--- config.mk ---
export PLATFORM = sky130hd
export DESIGN_NAME = sct_decoder
export DESIGN_NICKNAME = d
export VERILOG_FILES = /design/src/hdl/sct_pkg.sv /design/src/hdl/sct_fifo.sv /design/src/hdl/sct_decoder.sv
export SDC_FILE = /design/constraint.sdc
export NUM_CORES = 1
export LEC_CHECK = 0
export ABC_AREA = 1
export ABC_CLOCK_PERIOD_IN_PS = 5700
export BUFFER_PORTS_ARGS = -buffer_cell sky130_fd_sc_hd__buf_2
export CAP_MARGIN = 20
export CORE_ASPECT_RATIO = 0.5
export CORE_MARGIN = 8
export CORE_UTILIZATION = 40
export DETAILED_ROUTE_END_ITERATION = 16
export PLACE_DENSITY = 0.57
export SLEW_MARGIN = 20
export SYNTH_ARGS = -nofsm -noshare
export SYNTH_HDL_FRONTEND = slang
export SYNTH_HIERARCHICAL = 1
export SYNTH_SLANG_ARGS = --single-unit
--- constraint.sdc ---
create_clock -name clk_i -period 5.7 [get_ports clk_i]
set_input_delay 0.57 -clock clk_i [delete_from_list [all_inputs] [get_ports clk_i]]
set_output_delay 0.57 -clock clk_i [all_outputs]
set_load 0.02 [all_outputs]
--- src/hdl/sct_pkg.sv ---
// command decoder package: command codes, modes, input bundle, size constants
// assumes a single 50 MHz clock and a synchronous active-low reset
package sct_pkg;
    localparam int   CLK_MHZ       = 50;
    localparam int   BURST_LEN     = 4;              // fixed burst of four beats
    localparam int   FIFO_DEPTH    = 16;
    localparam int   DATA_W        = 16;
    localparam int   BANKS         = 2;
    localparam int   A10_BIT       = 10;
    localparam logic [1:0] BEAT_LAST = 2'h3;
    localparam logic [1:0] BEAT_RST  = 2'h0;

    // decoded command, encoding of rows of the truth table
    typedef enum logic [3:0] {
        SCT_CMD_DESEL   = 4'h0,
        SCT_CMD_NOP     = 4'h1,
        SCT_CMD_ACT     = 4'h2,
        SCT_CMD_READ    = 4'h3,
        SCT_CMD_WRITE   = 4'h4,
        SCT_CMD_PRE     = 4'h5,
        SCT_CMD_MRS     = 4'h6,
        SCT_CMD_AREF    = 4'h7,
        SCT_CMD_BSTOP   = 4'h8,
        SCT_CMD_SREF_IN = 4'h9
    } sct_cmd_type;

    // operating mode
    typedef enum logic [2:0] {
        SCT_MODE_NORMAL  = 3'h0,
        SCT_MODE_SUSPEND = 3'h1,
        SCT_MODE_PDOWN   = 3'h2,
        SCT_MODE_SREF    = 3'h3
    } sct_mode_type;

    // command pins sampled on the rising edge
    typedef struct packed {
        logic        cke;
        logic        cs_n;
        logic        ras_n;
        logic        cas_n;
        logic        we_n;
        logic        ba;
        logic [10:0] addr;
        logic [1:0]  dqm;
    } sct_pins_type;

    // write beat pushed into the data fifo
    typedef struct packed {
        logic              bank;
        logic [DATA_W-1:0] data;
        logic [1:0]        mask;
    } sct_beat_type;
endpackage

--- src/hdl/sct_fifo.sv ---
// small flip-flop fifo with valid/ready on both sides
// assumes one clock domain and synchronous active-low reset
`timescale 1ns/1ps
module sct_fifo #(
    parameter int WIDTH = 8,
    parameter int DEPTH = 16
) (
    input  wire logic             clk_i,
    input  wire logic             rst_n_i,
    input  wire logic             in_valid_i,
    output logic                  in_ready_o,
    input  wire logic [WIDTH-1:0] in_data_i,
    output logic                  out_valid_o,
    input  wire logic             out_ready_i,
    output logic [WIDTH-1:0]      out_data_o
);
    localparam int AW = $clog2(DEPTH);

    typedef struct packed {
        logic [AW-1:0] wp;
        logic [AW-1:0] rp;
        logic [AW:0]   cnt;
    } sct_fifo_st_type;

    sct_fifo_st_type st_r;
    sct_fifo_st_type st_nxt;
    logic [WIDTH-1:0] mem_r [DEPTH];
    logic             push;
    logic             pop;

    // --------------------------------------------------------------
    // handshake
    // --------------------------------------------------------------
    assign in_ready_o  = (st_r.cnt != DEPTH[AW:0]);
    assign out_valid_o = (st_r.cnt != '0);
    assign out_data_o  = mem_r[st_r.rp];
    assign push        = in_valid_i && in_ready_o;
    assign pop         = out_valid_o && out_ready_i;

    // pointer and count update
    always_comb begin
        st_nxt = st_r;
        if (push) begin
            st_nxt.wp = st_r.wp + 1'b1;
        end
        if (pop) begin
            st_nxt.rp = st_r.rp + 1'b1;
        end
        st_nxt.cnt = st_r.cnt + {{AW{1'b0}}, push} - {{AW{1'b0}}, pop};
    end

    always_ff @(posedge clk_i) begin
        if (!rst_n_i) begin
            st_r <= '0;
        end else begin
            st_r <= st_nxt;
        end
    end

    // storage has no reset; contents are qualified by the count
    always_ff @(posedge clk_i) begin
        if (push) begin
            mem_r[st_r.wp] <= in_data_i;
        end
    end
endmodule

--- src/hdl/sct_decoder.sv ---
// command decoder and operating-mode state of a two-bank 16-bit dram
// assumes pins are synchronous to clk_i; the write side drains through a fifo
`timescale 1ns/1ps

module sct_decoder (
    input  wire logic                          clk_i,
    input  wire logic                          rst_n_i,
    input  wire sct_pkg::sct_pins_type         pins_i,
    input  wire logic [sct_pkg::DATA_W-1:0]    dq_i,
    output logic [sct_pkg::DATA_W-1:0]         dq_o,
    output logic [1:0]                         dq_oe_o,
    output logic [sct_pkg::BANKS-1:0]          bank_open_o,
    output sct_pkg::sct_mode_type              mode_o,
    output sct_pkg::sct_cmd_type               cmd_o,
    output logic                               cmd_valid_o,
    output logic                               burst_o,
    output logic                               auto_pre_o,
    output logic                               mrs_o,
    output logic                               refresh_o,
    output logic                               illegal_o,
    output logic                               wr_valid_o,
    input  wire logic                          wr_ready_i,
    output sct_pkg::sct_beat_type              wr_beat_o,
    input  wire logic [sct_pkg::DATA_W-1:0]    rd_data_i
);
    // all state in one struct
    typedef struct packed {
        logic                          cke_prev;
        sct_pkg::sct_mode_type         mode;
        logic                          susp_pend;
        logic                          resume_pend;
        logic [sct_pkg::BANKS-1:0]     open;
        logic                          rd_burst;
        logic                          wr_burst;
        logic                          bank;
        logic                          ap;
        logic [1:0]                    beat;
        sct_pkg::sct_cmd_type          cmd;
        logic                          cmd_valid;
        logic                          mrs;
        logic                          refresh;
        logic                          illegal;
        logic [sct_pkg::DATA_W-1:0]    dq;
        logic [1:0]                    oe;
    } sct_st_type;

    sct_st_type           st_r;
    sct_st_type           st_nxt;
    sct_pkg::sct_cmd_type cmd;
    sct_pkg::sct_beat_type beat_in;
    logic                 fifo_in_valid;
    logic                 fifo_in_ready;
    logic                 idle;
    logic                 in_burst;
    logic                 halted;
    logic                 restart;

    // ----------------------------------------------------------------
    // command decode
    // ----------------------------------------------------------------
    // strobes decoded from the current edge, cke from both edges
    always_comb begin
        if (pins_i.cs_n) begin
            cmd = sct_pkg::SCT_CMD_DESEL;
        end else begin
            unique case ({pins_i.ras_n, pins_i.cas_n, pins_i.we_n})
                3'h7:    cmd = sct_pkg::SCT_CMD_NOP;
                3'h6:    cmd = sct_pkg::SCT_CMD_BSTOP;
                3'h3:    cmd = sct_pkg::SCT_CMD_ACT;
                3'h5:    cmd = sct_pkg::SCT_CMD_READ;
                3'h4:    cmd = sct_pkg::SCT_CMD_WRITE;
                3'h2:    cmd = sct_pkg::SCT_CMD_PRE;
                3'h0:    cmd = sct_pkg::SCT_CMD_MRS;
                default: cmd = pins_i.cke ? sct_pkg::SCT_CMD_AREF
                                          : sct_pkg::SCT_CMD_SREF_IN;
            endcase
        end
    end

    assign idle     = (st_r.open == '0);
    assign in_burst = st_r.rd_burst || st_r.wr_burst;
    // internal operation frozen while suspended or in a low-power mode
    assign halted   = (st_r.mode != sct_pkg::SCT_MODE_NORMAL) || st_r.susp_pend;

    // ----------------------------------------------------------------
    // mode and bank state
    // ----------------------------------------------------------------
    always_comb begin
        st_nxt           = st_r;
        st_nxt.cke_prev  = pins_i.cke;
        st_nxt.cmd_valid = 1'b0;
        st_nxt.mrs       = 1'b0;
        st_nxt.refresh   = 1'b0;
        st_nxt.illegal   = 1'b0;
        st_nxt.oe        = 2'h0;
        fifo_in_valid    = 1'b0;
        restart          = 1'b0;
        beat_in          = '{bank: st_r.bank, data: dq_i, mask: pins_i.dqm};

        unique case (st_r.mode)
            sct_pkg::SCT_MODE_NORMAL: begin
                if (st_r.cke_prev && !pins_i.cke) begin
                    // self refresh entry only from idle with refresh encoding
                    if (cmd == sct_pkg::SCT_CMD_SREF_IN && idle) begin
                        st_nxt.mode = sct_pkg::SCT_MODE_SREF;
                    end else if (!idle || in_burst) begin
                        st_nxt.susp_pend = 1'b1;
                    end else begin
                        st_nxt.mode = sct_pkg::SCT_MODE_PDOWN;
                    end
                end
                if (st_r.susp_pend) begin
                    // one clock after cke registered low the device freezes
                    st_nxt.susp_pend = 1'b0;
                    st_nxt.mode      = sct_pkg::SCT_MODE_SUSPEND;
                    // a cke rise on this edge must not be lost on the way in
                    if (!st_r.cke_prev && pins_i.cke) begin
                        st_nxt.resume_pend = 1'b1;
                    end
                end
            end
            sct_pkg::SCT_MODE_SUSPEND: begin
                if (st_r.resume_pend) begin
                    st_nxt.resume_pend = 1'b0;
                    st_nxt.mode        = sct_pkg::SCT_MODE_NORMAL;
                end else if (!st_r.cke_prev && pins_i.cke) begin
                    st_nxt.resume_pend = 1'b1;
                end
            end
            sct_pkg::SCT_MODE_PDOWN, sct_pkg::SCT_MODE_SREF: begin
                // other pins ignored; only cke rising leaves
                if (!st_r.cke_prev && pins_i.cke) begin
                    st_nxt.mode = sct_pkg::SCT_MODE_NORMAL;
                end
            end
            default: st_nxt.mode = sct_pkg::SCT_MODE_NORMAL;
        endcase

        // commands are taken only with cke high on the previous edge
        if (!halted && st_r.cke_prev) begin
            st_nxt.cmd       = cmd;
            st_nxt.cmd_valid = 1'b1;
            unique case (cmd)
                sct_pkg::SCT_CMD_ACT: begin
                    if (st_r.open[pins_i.ba]) begin
                        st_nxt.illegal = 1'b1;
                    end else begin
                        st_nxt.open[pins_i.ba] = 1'b1;
                    end
                end
                sct_pkg::SCT_CMD_MRS: begin
                    if (idle) st_nxt.mrs = 1'b1;
                    else      st_nxt.illegal = 1'b1;
                end
                sct_pkg::SCT_CMD_AREF: begin
                    if (idle) st_nxt.refresh = 1'b1;
                    else      st_nxt.illegal = 1'b1;
                end
                sct_pkg::SCT_CMD_READ, sct_pkg::SCT_CMD_WRITE: begin
                    if (!st_r.open[pins_i.ba] || st_r.ap) begin
                        st_nxt.illegal = 1'b1;
                    end else begin
                        st_nxt.bank     = pins_i.ba;
                        st_nxt.ap       = pins_i.addr[sct_pkg::A10_BIT];
                        st_nxt.beat     = sct_pkg::BEAT_RST;
                        st_nxt.rd_burst = (cmd == sct_pkg::SCT_CMD_READ);
                        st_nxt.wr_burst = (cmd == sct_pkg::SCT_CMD_WRITE);
                        restart         = 1'b1;
                    end
                end
                sct_pkg::SCT_CMD_PRE: begin
                    if (pins_i.addr[sct_pkg::A10_BIT]) begin
                        st_nxt.open = '0;
                    end else begin
                        st_nxt.open[pins_i.ba] = 1'b0;
                    end
                    st_nxt.rd_burst = 1'b0;
                    st_nxt.wr_burst = 1'b0;
                end
                sct_pkg::SCT_CMD_BSTOP: begin
                    // the controller only stops full-page bursts
                    st_nxt.rd_burst = 1'b0;
                    st_nxt.wr_burst = 1'b0;
                end
                default: ;
            endcase
        end

        // burst beats advance only when not frozen; write beats stall on a full fifo
        // a new read or write this edge restarts the burst instead of advancing
        if (!halted && in_burst && !restart) begin
            if (st_r.wr_burst) begin
                fifo_in_valid = !pins_i.dqm[0] || !pins_i.dqm[1];
            end else if (st_r.rd_burst) begin
                st_nxt.dq = rd_data_i;
                st_nxt.oe = ~pins_i.dqm;
            end
            if (!st_r.wr_burst || fifo_in_ready || !fifo_in_valid) begin
                st_nxt.beat = st_r.beat + 2'h1;
                if (st_r.beat == sct_pkg::BEAT_LAST) begin
                    st_nxt.rd_burst = 1'b0;
                    st_nxt.wr_burst = 1'b0;
                    if (st_r.ap) begin
                        st_nxt.open[st_r.bank] = 1'b0;
                        st_nxt.ap              = 1'b0;
                    end
                end
            end
        end
    end

    // ----------------------------------------------------------------
    // state register
    // ----------------------------------------------------------------
    always_ff @(posedge clk_i) begin
        if (!rst_n_i) begin
            st_r      <= '0;
            st_r.mode <= sct_pkg::SCT_MODE_NORMAL;
            st_r.cmd  <= sct_pkg::SCT_CMD_DESEL;
        end else begin
            st_r <= st_nxt;
        end
    end

    // write data path; the fifo drains toward the array
    sct_fifo #(
        .WIDTH ($bits(sct_pkg::sct_beat_type)),
        .DEPTH (sct_pkg::FIFO_DEPTH)
    ) sct_fifo_inst (
        .clk_i       (clk_i),
        .rst_n_i     (rst_n_i),
        .in_valid_i  (fifo_in_valid),
        .in_ready_o  (fifo_in_ready),
        .in_data_i   (beat_in),
        .out_valid_o (wr_valid_o),
        .out_ready_i (wr_ready_i),
        .out_data_o  (wr_beat_o)
    );

    // ----------------------------------------------------------------
    // outputs
    // ----------------------------------------------------------------
    assign dq_o        = st_r.dq;
    assign dq_oe_o     = st_r.oe;
    assign bank_open_o = st_r.open;
    assign mode_o      = st_r.mode;
    assign cmd_o       = st_r.cmd;
    assign cmd_valid_o = st_r.cmd_valid;
    assign burst_o     = in_burst;
    assign auto_pre_o  = st_r.ap;
    assign mrs_o       = st_r.mrs;
    assign refresh_o   = st_r.refresh;
    assign illegal_o   = st_r.illegal;
endmodule

== Yosys cells after proc, flatten, opt, wreduce, memory -nomap -nowiden ==
Memories as Yosys holds them, arrays and structs flattened. A register that Yosys moved wholly into a read port is not among the register bits.
Cells that the tools add are included.
Cells by class
  multiplexer cells: 54
  reduce and logical (&&, ||, !) cells: 45
  equality and inequality tests: 25
  bitwise logic cells: 11
  $add $sub $neg: 5
  order comparisons: 4
Operator list (count)
  two-way mux 4 bit: 9
  case mux 4 bit (7 select lines): 1
  two-way mux 1 bit: 25
  two-way mux 3 bit: 6
  == test 4 x 3 -> 1 bit (second input constant): 4
  two-way mux 16 bit: 1
  AND reduction 3 bit: 5
  == test 3 x 2 -> 1 bit (second input constant): 4
  == test 3 bit (second input constant): 4
  logical AND 1 bit: 10
  zero test 1 bit: 10
  case mux 3 bit (3 select lines): 1
  adder 4 x 1 -> 4 bit (second input constant): 2
  == test 4 x 2 -> 1 bit (second input constant): 2
  == test 4 bit (second input constant): 2
  inequality test 2 bit (second input constant): 4
  case mux 2 bit (2 select lines): 2
  OR reduction 2 bit: 4
  logical OR 1 bit: 7
  zero test 3 bit: 2
  two-way mux 2 bit: 3
  two-way mux 6 bit: 1
  inverter 2 bit: 3
  adder 5 x 1 -> 5 bit: 1
  other kinds (23): 31
Storage, ports and cells
  output and inout bits: 53
  logic and storage cells: 165
  flip-flop bits (word level): 53
  memory bits (writable): 304
  memories kept: 1
  input port bits: 54
Memories
  sct_fifo_inst.mem_r: words 16, bits a word 19, rd ports 1, clocked after memory_dff 1, wr ports 1, line sct_fifo.sv:27  | logic [WIDTH-1:0] mem_r [DEPTH];

== Depth between registers and ports, before layout ==
  word-level depth: 14
  gate-level depth with buffers: 22
  depth with buffers taken out: 21

== Hierarchy ==
Netlist, hierarchy kept.
By module, submodules not included
  sct_fifo: instances 1, cells each 1360, seq. area each 9469.1 um^2, area each 13942.1 um^2
  sct_decoder: instances 1, cells each 284, seq. area each 780.7 um^2, area each 2140.8 um^2

== Worst setup path before layout ==
Ideal clock, no wire load.
  path kind: input-to-reg
  start point: input pins_i[16] (netlist bit)
  end point: memory sct_fifo_inst/mem_r[0][0] (netlist bit) (enable)
  arrival: 2.688 ns
  path slack: 2.618 ns
  buffers on the path: 2
  stages: 11
  library setup time: 0.395 ns
  required time: 5.305 ns
  cell sequence: buf_2 > nand4_1 > nand2_2 > a21oi_4 > buf_6 > inv_2 > nor2_1 > nand2_1 > inv_1 > nand2_1 > nor2_1
On the way
  longest elaborated chain between the ends: 13
  elaborated cells on any way between the ends: 20
  classes of those cells: eq/ne: 8; mux: 7; reduce/logical: 5
Ends and longest elaborated chain
  start: declaration: line sct_decoder.sv:8  | input wire sct_pkg::sct_pins_type pins_i,
  == test 3 x 2 -> 1 bit, or another cell as far along: line sct_decoder.sv:66  | unique case ({pins_i.ras_n, pins_i.cas_n, pins_i.we_n})
  case mux 4 bit (7 select lines) *: line sct_decoder.sv:66
  two-way mux 4 bit *: line sct_decoder.sv:63  | if (pins_i.cs_n) begin
  == test 4 x 2 -> 1 bit or == test 4 x 3 -> 1 bit (tied branches): line sct_decoder.sv:143  | unique case (cmd)
  OR reduction 2 bit *: line sct_decoder.sv:143
  two-way mux 1 bit *: line sct_decoder.sv:143
  two-way mux 1 bit *: line sct_decoder.sv:140  | if (!halted && st_r.cke_prev) begin
  zero test 1 bit *: line sct_decoder.sv:191  | if (!halted && in_burst && !restart) begin
  logical AND 1 bit *: line sct_decoder.sv:191
  two-way mux 1 bit *: line sct_decoder.sv:191
  named net fifo_in_valid: line sct_decoder.sv:51  | logic fifo_in_valid;
  logical AND 1 bit *: line sct_fifo.sv:37  | assign push = in_valid_i && in_ready_o;
  two-way mux 1 bit *: line sct_fifo.sv:62  | if (push) begin
  two-way mux 1 bit (not written as such) *: line sct_fifo.sv:63  | mem_r[st_r.wp] <= in_data_i;
  end: declaration: line sct_fifo.sv:27
The timed path passes the listed nets; every way through them passes the cells marked *.

==> flow_results.xml <==
<?xml version="1.0" encoding="UTF-8"?>
<metrics>
  <group name="layout">
    <metric name="fillers" unit="">3790</metric>
    <metric name="mostFrequentLayoutCells" unit="">sky130_fd_sc_hd__nand2_1 (471), sky130_fd_sc_hd__edfxtp_1 (304), sky130_fd_sc_hd__inv_1 (272)</metric>
    <metric name="layout-area-overhead-vs-synth" unit="%">11.3</metric>
    <metric name="antenna_cells_inserted" unit="">0</metric>
    <metric name="layout-drive-gt1-share" unit="%">13.3</metric>
    <metric name="nNetsFinal" unit="">1771</metric>
    <metric name="final_cells" unit="">2267</metric>
    <metric name="mostFrequentLayoutCell" unit="">sky130_fd_sc_hd__nand2_1</metric>
  </group>
  <group name="sta">
    <metric name="final-max-slew-violation-count" unit="">0</metric>
    <metric name="hold_violations" unit="">0</metric>
    <metric name="finalClockSkew" unit="ps">23.9</metric>
    <metric name="timing.fmax" unit="MHz">276</metric>
    <metric name="setup_violations" unit="">0</metric>
    <metric name="timing.final.crit_share" unit="%">63.7</metric>
    <metric name="rsz0062_at_grt" unit="">false</metric>
    <metric name="min_period" unit="ps">3630</metric>
    <metric name="finalSetupTns" unit="ps">0</metric>
    <metric name="timing.slew.headroom" unit="%">28.2</metric>
    <metric name="worstMarginPinSlew" unit="ps">1080</metric>
  </group>
  <group name="yosys">
    <metric name="synth-edff-count" unit="">304</metric>
    <metric name="synth_warnings" unit="">6</metric>
    <metric name="avgSynthCellArea" unit="um2">9.78</metric>
    <metric name="yosys.cell_types.count" unit="">43</metric>
    <metric name="syn_inst" unit="">1644</metric>
    <metric name="ys_dominant_reg_cell" unit="">sky130_fd_sc_hd__edfxtp_1</metric>
    <metric name="async_s_r_ff_share_synth" unit="%">0</metric>
    <metric name="postSynthRegisterBits" unit="">360</metric>
    <metric name="seq_area_frac_synth" unit="%">63.7</metric>
    <metric name="netlist_area_before_placement" unit="um2">16100</metric>
    <metric name="synth_nets" unit="">1711</metric>
  </group>
  <group name="placement">
    <metric name="dpl.hpwl" unit="um">21700</metric>
    <metric name="gpl.final_weighted_congestion" unit="">0.775</metric>
    <metric name="buffer_ports.inserted" unit="">95</metric>
    <metric name="placed_cells" unit="">2207</metric>
  </group>
  <group name="cts">
    <metric name="worstSkewPairLatency" unit="ps">530</metric>
    <metric name="clk_pin_slew_worst_paths" unit="ps">60</metric>
    <metric name="numClockSinks" unit="">360</metric>
    <metric name="clock_tree.buffer_depth" unit="">3</metric>
    <metric name="cts_tree" unit="">yes</metric>
    <metric name="clock_tree.root_cell" unit="">sky130_fd_sc_hd__clkbuf_16</metric>
    <metric name="cts.repair_timing.setup_buffer_count" unit="">0</metric>
    <metric name="numCtsBuffers" unit="">35</metric>
    <metric name="cts_hold_repair.buffers" unit="">0</metric>
    <metric name="cts.repair.resized" unit="">0</metric>
    <metric name="htreeDepth" unit="">2</metric>
  </group>
  <group name="worst_setup_path">
    <metric name="cp.arrival" unit="ps">3060</metric>
    <metric name="slowest_stage" unit="">sky130_fd_sc_hd__dfxtp_4</metric>
    <metric name="critical_path_fanout_max" unit="">102</metric>
    <metric name="cell_breakdown_of_the_critical_path" unit="">inv_4, buf_12, nand2_1, nand3_1, nand3_1, nand3_1, nand2_1, buf_2</metric>
    <metric name="cp.buffers_inverters" unit="">3</metric>
    <metric name="cp_slowest_stage_delay" unit="ps">840</metric>
    <metric name="crit_path_launch_type" unit="">flip-flop</metric>
    <metric name="timing.critical_path.to_type" unit="">output pin</metric>
    <metric name="worst-setup-path-type" unit="">flip-flop to output pin</metric>
    <metric name="critPathTopFamily" unit="">buffers and inverters</metric>
    <metric name="worst_ep_required_time" unit="ps">5130</metric>
    <metric name="worst_path_most_repeated_cell" unit="">sky130_fd_sc_hd__nand3_1</metric>
  </group>
  <group name="power_and_ir_drop">
    <metric name="static_leakage" unit="nW">7.69</metric>
    <metric name="vdd_ir_drop_max" unit="V">0.000296</metric>
    <metric name="fin_total_pwr" unit="mW">6.33</metric>
    <metric name="power_density" unit="nW/um2">354</metric>
  </group>
  <group name="die">
    <metric name="placementRows" unit="">52</metric>
    <metric name="die_area" unit="um2">47300</metric>
    <metric name="start_util" unit="%">40.2</metric>
    <metric name="die_width" unit="um">300</metric>
    <metric name="die_h" unit="um">158</metric>
    <metric name="num_io_pins" unit="">107</metric>
    <metric name="fp.coreArea" unit="um2">40000</metric>
  </group>
  <group name="routing">
    <metric name="dr.first_iter.drc_count" unit="">643</metric>
    <metric name="remaining_drc_errors" unit="">0</metric>
    <metric name="drtPass1Iterations" unit="">4</metric>
    <metric name="drt_wl_total" unit="um">37700</metric>
    <metric name="post_drt_wl_per_cell" unit="um">16.6</metric>
    <metric name="route.vias.total" unit="">10800</metric>
    <metric name="viasPerCell" unit="">4.76</metric>
    <metric name="antenna_left" unit="">0</metric>
  </group>
  <group name="global_route">
    <metric name="gr-usage-all-layers" unit="%">15.9</metric>
    <metric name="peak_usage_layer_in_the_global_routing_report" unit="">met2</metric>
    <metric name="gr-usage-met2" unit="%">26.0</metric>
    <metric name="grt-ovfl-total" unit="">0</metric>
    <metric name="grt_pass1_wl" unit="um">59100</metric>
    <metric name="largest_net_degree_at_the_start_of_global_routing" unit="">103</metric>
    <metric name="groute.layer.met3.usage" unit="%">3.15</metric>
    <metric name="number_of_antenna_violations_at_the_first_check_in_global_routing" unit="">0</metric>
    <metric name="groute.layer.met1.usage" unit="%">22.0</metric>
    <metric name="grt_pass1_vias" unit="">10500</metric>
  </group>
  <group name="run">
    <metric name="max_cap_violations" unit="">0</metric>
  </group>
  <group name="worst_hold_path">
    <metric name="class_of_the_tightest_hold_or_removal_check" unit="">primary input to flip-flop</metric>
  </group>
  <group name="run_status">
    <metric name="outcome" unit="">complete, no violations</metric>
  </group>
</metrics>
[per-stage QoR]
step | instance area [um2] | util, % | hold WS [ps] | setup WS, ps
finish | 17900 | 44.7 | 315 | 2070
CTS | 17900 | 44.7 | 283 | 2050
floorplan | 16100 | - | 439 | 2620
global placement | 16800 | 42.1 | 447 | 1760
global route | 17900 | 44.7 | 308 | 1870
detailed placement | 16900 | 42.1 | 451 | 1760
[state kept, by name, indices dropped and copies added, names as in the netlist, 2 cells and up, named ones only]
signal,cells
bank_open_o,2
cmd_o,4
dq_oe_o,2
mode_o,2
dq_o,16
sct_fifo_inst/st_r,13
sct_fifo_inst/mem_r,304
st_r,7
[Yosys cell counts, types with 2 or more instances]
library cell	number	share of area, %
sky130_fd_sc_hd__o211ai_1	2	0.093
sky130_fd_sc_hd__nand4_1	8	0.31
sky130_fd_sc_hd__clkbuf_1	15	0.35
sky130_fd_sc_hd__a21oi_1	31	0.96
sky130_fd_sc_hd__inv_1	272	6.3
sky130_fd_sc_hd__o21bai_1	3	0.14
sky130_fd_sc_hd__nor3_2	2	0.12
sky130_fd_sc_hd__inv_2	9	0.21
sky130_fd_sc_hd__buf_4	43	2.0
sky130_fd_sc_hd__buf_2	26	0.81
sky130_fd_sc_hd__a21oi_2	5	0.27
sky130_fd_sc_hd__dfxtp_1	56	7.0
sky130_fd_sc_hd__edfxtp_1	304	57
sky130_fd_sc_hd__nor2_1	58	1.4
sky130_fd_sc_hd__buf_1	3	0.070
sky130_fd_sc_hd__nand2_2	13	0.51
sky130_fd_sc_hd__ha_1	12	0.93
sky130_fd_sc_hd__nand2_1	471	11
sky130_fd_sc_hd__nand2_4	4	0.28
sky130_fd_sc_hd__nor3_1	3	0.093
sky130_fd_sc_hd__nand3_1	257	8.0
sky130_fd_sc_hd__o21ai_0	16	0.50
sky130_fd_sc_hd__xor2_1	3	0.16
sky130_fd_sc_hd__buf_6	9	0.63
[tightest hold or removal path, cell delays in order]
cell and delay, ps:
sky130_fd_sc_hd__buf_2 140, sky130_fd_sc_hd__nand2_1 60, sky130_fd_sc_hd__inv_1 30
[cells by family after synthesis]
logic type	Yosys count	synth area share, %
flops	360	63.7
buf+inv	381	10.6
xor+xnor	3	0.163
simple gates	824	22.1
compound gates	62	2.26
fa+ha+maj	13	1.06
other cells	1	0.0233
[final timing paths]
kind / from / endpoint / slack, ps / cells past startpoint
min reg2reg: dq_o[0]$_SDFFE_PN0P_ / dq_o[0]$_SDFFE_PN0P_ / 460 / 2
max: flip-flop / wr_beat_o[7] / 2070 / 8
min: pins_i[18] / st_r[39]$_SDFF_PN0_ / 310 / 3
max reg2reg: mode_o[1]$_SDFFE_PN0P_ / sct_fifo_inst/mem_r[1][17]$_DFFE_PP_ / 2140 / 13
[layout make-up]
cell class / count / area, um2 / share of cell area, %
Sequential cell: 360 / 10300 / 57.3
Multi-Input combinational cell: 903 / 4180 / 23.4
Inverter: 283 / 1060 / 5.95
Clock buffer: 42 / 933 / 5.22
Timing Repair Buffer: 121 / 683 / 3.82
Tap cell: 540 / 676 / 3.78
Clock inverter: 18 / 101 / 0.566
[report_power, final]
part           switching [mW]  internal (mW)  leakage (nW)
sequential             0.0623           2.88          3.19
combinational           0.871          0.374          3.99
clock                   0.969           1.17         0.508
[routing by layer]
layer	up-vias	share of wire, %
li1	5374	-
met1	5175	48
met2	192	46
met3	39	5.2
met4	0	1.2
met5	-	0
(Power assumes the default switching activity.)
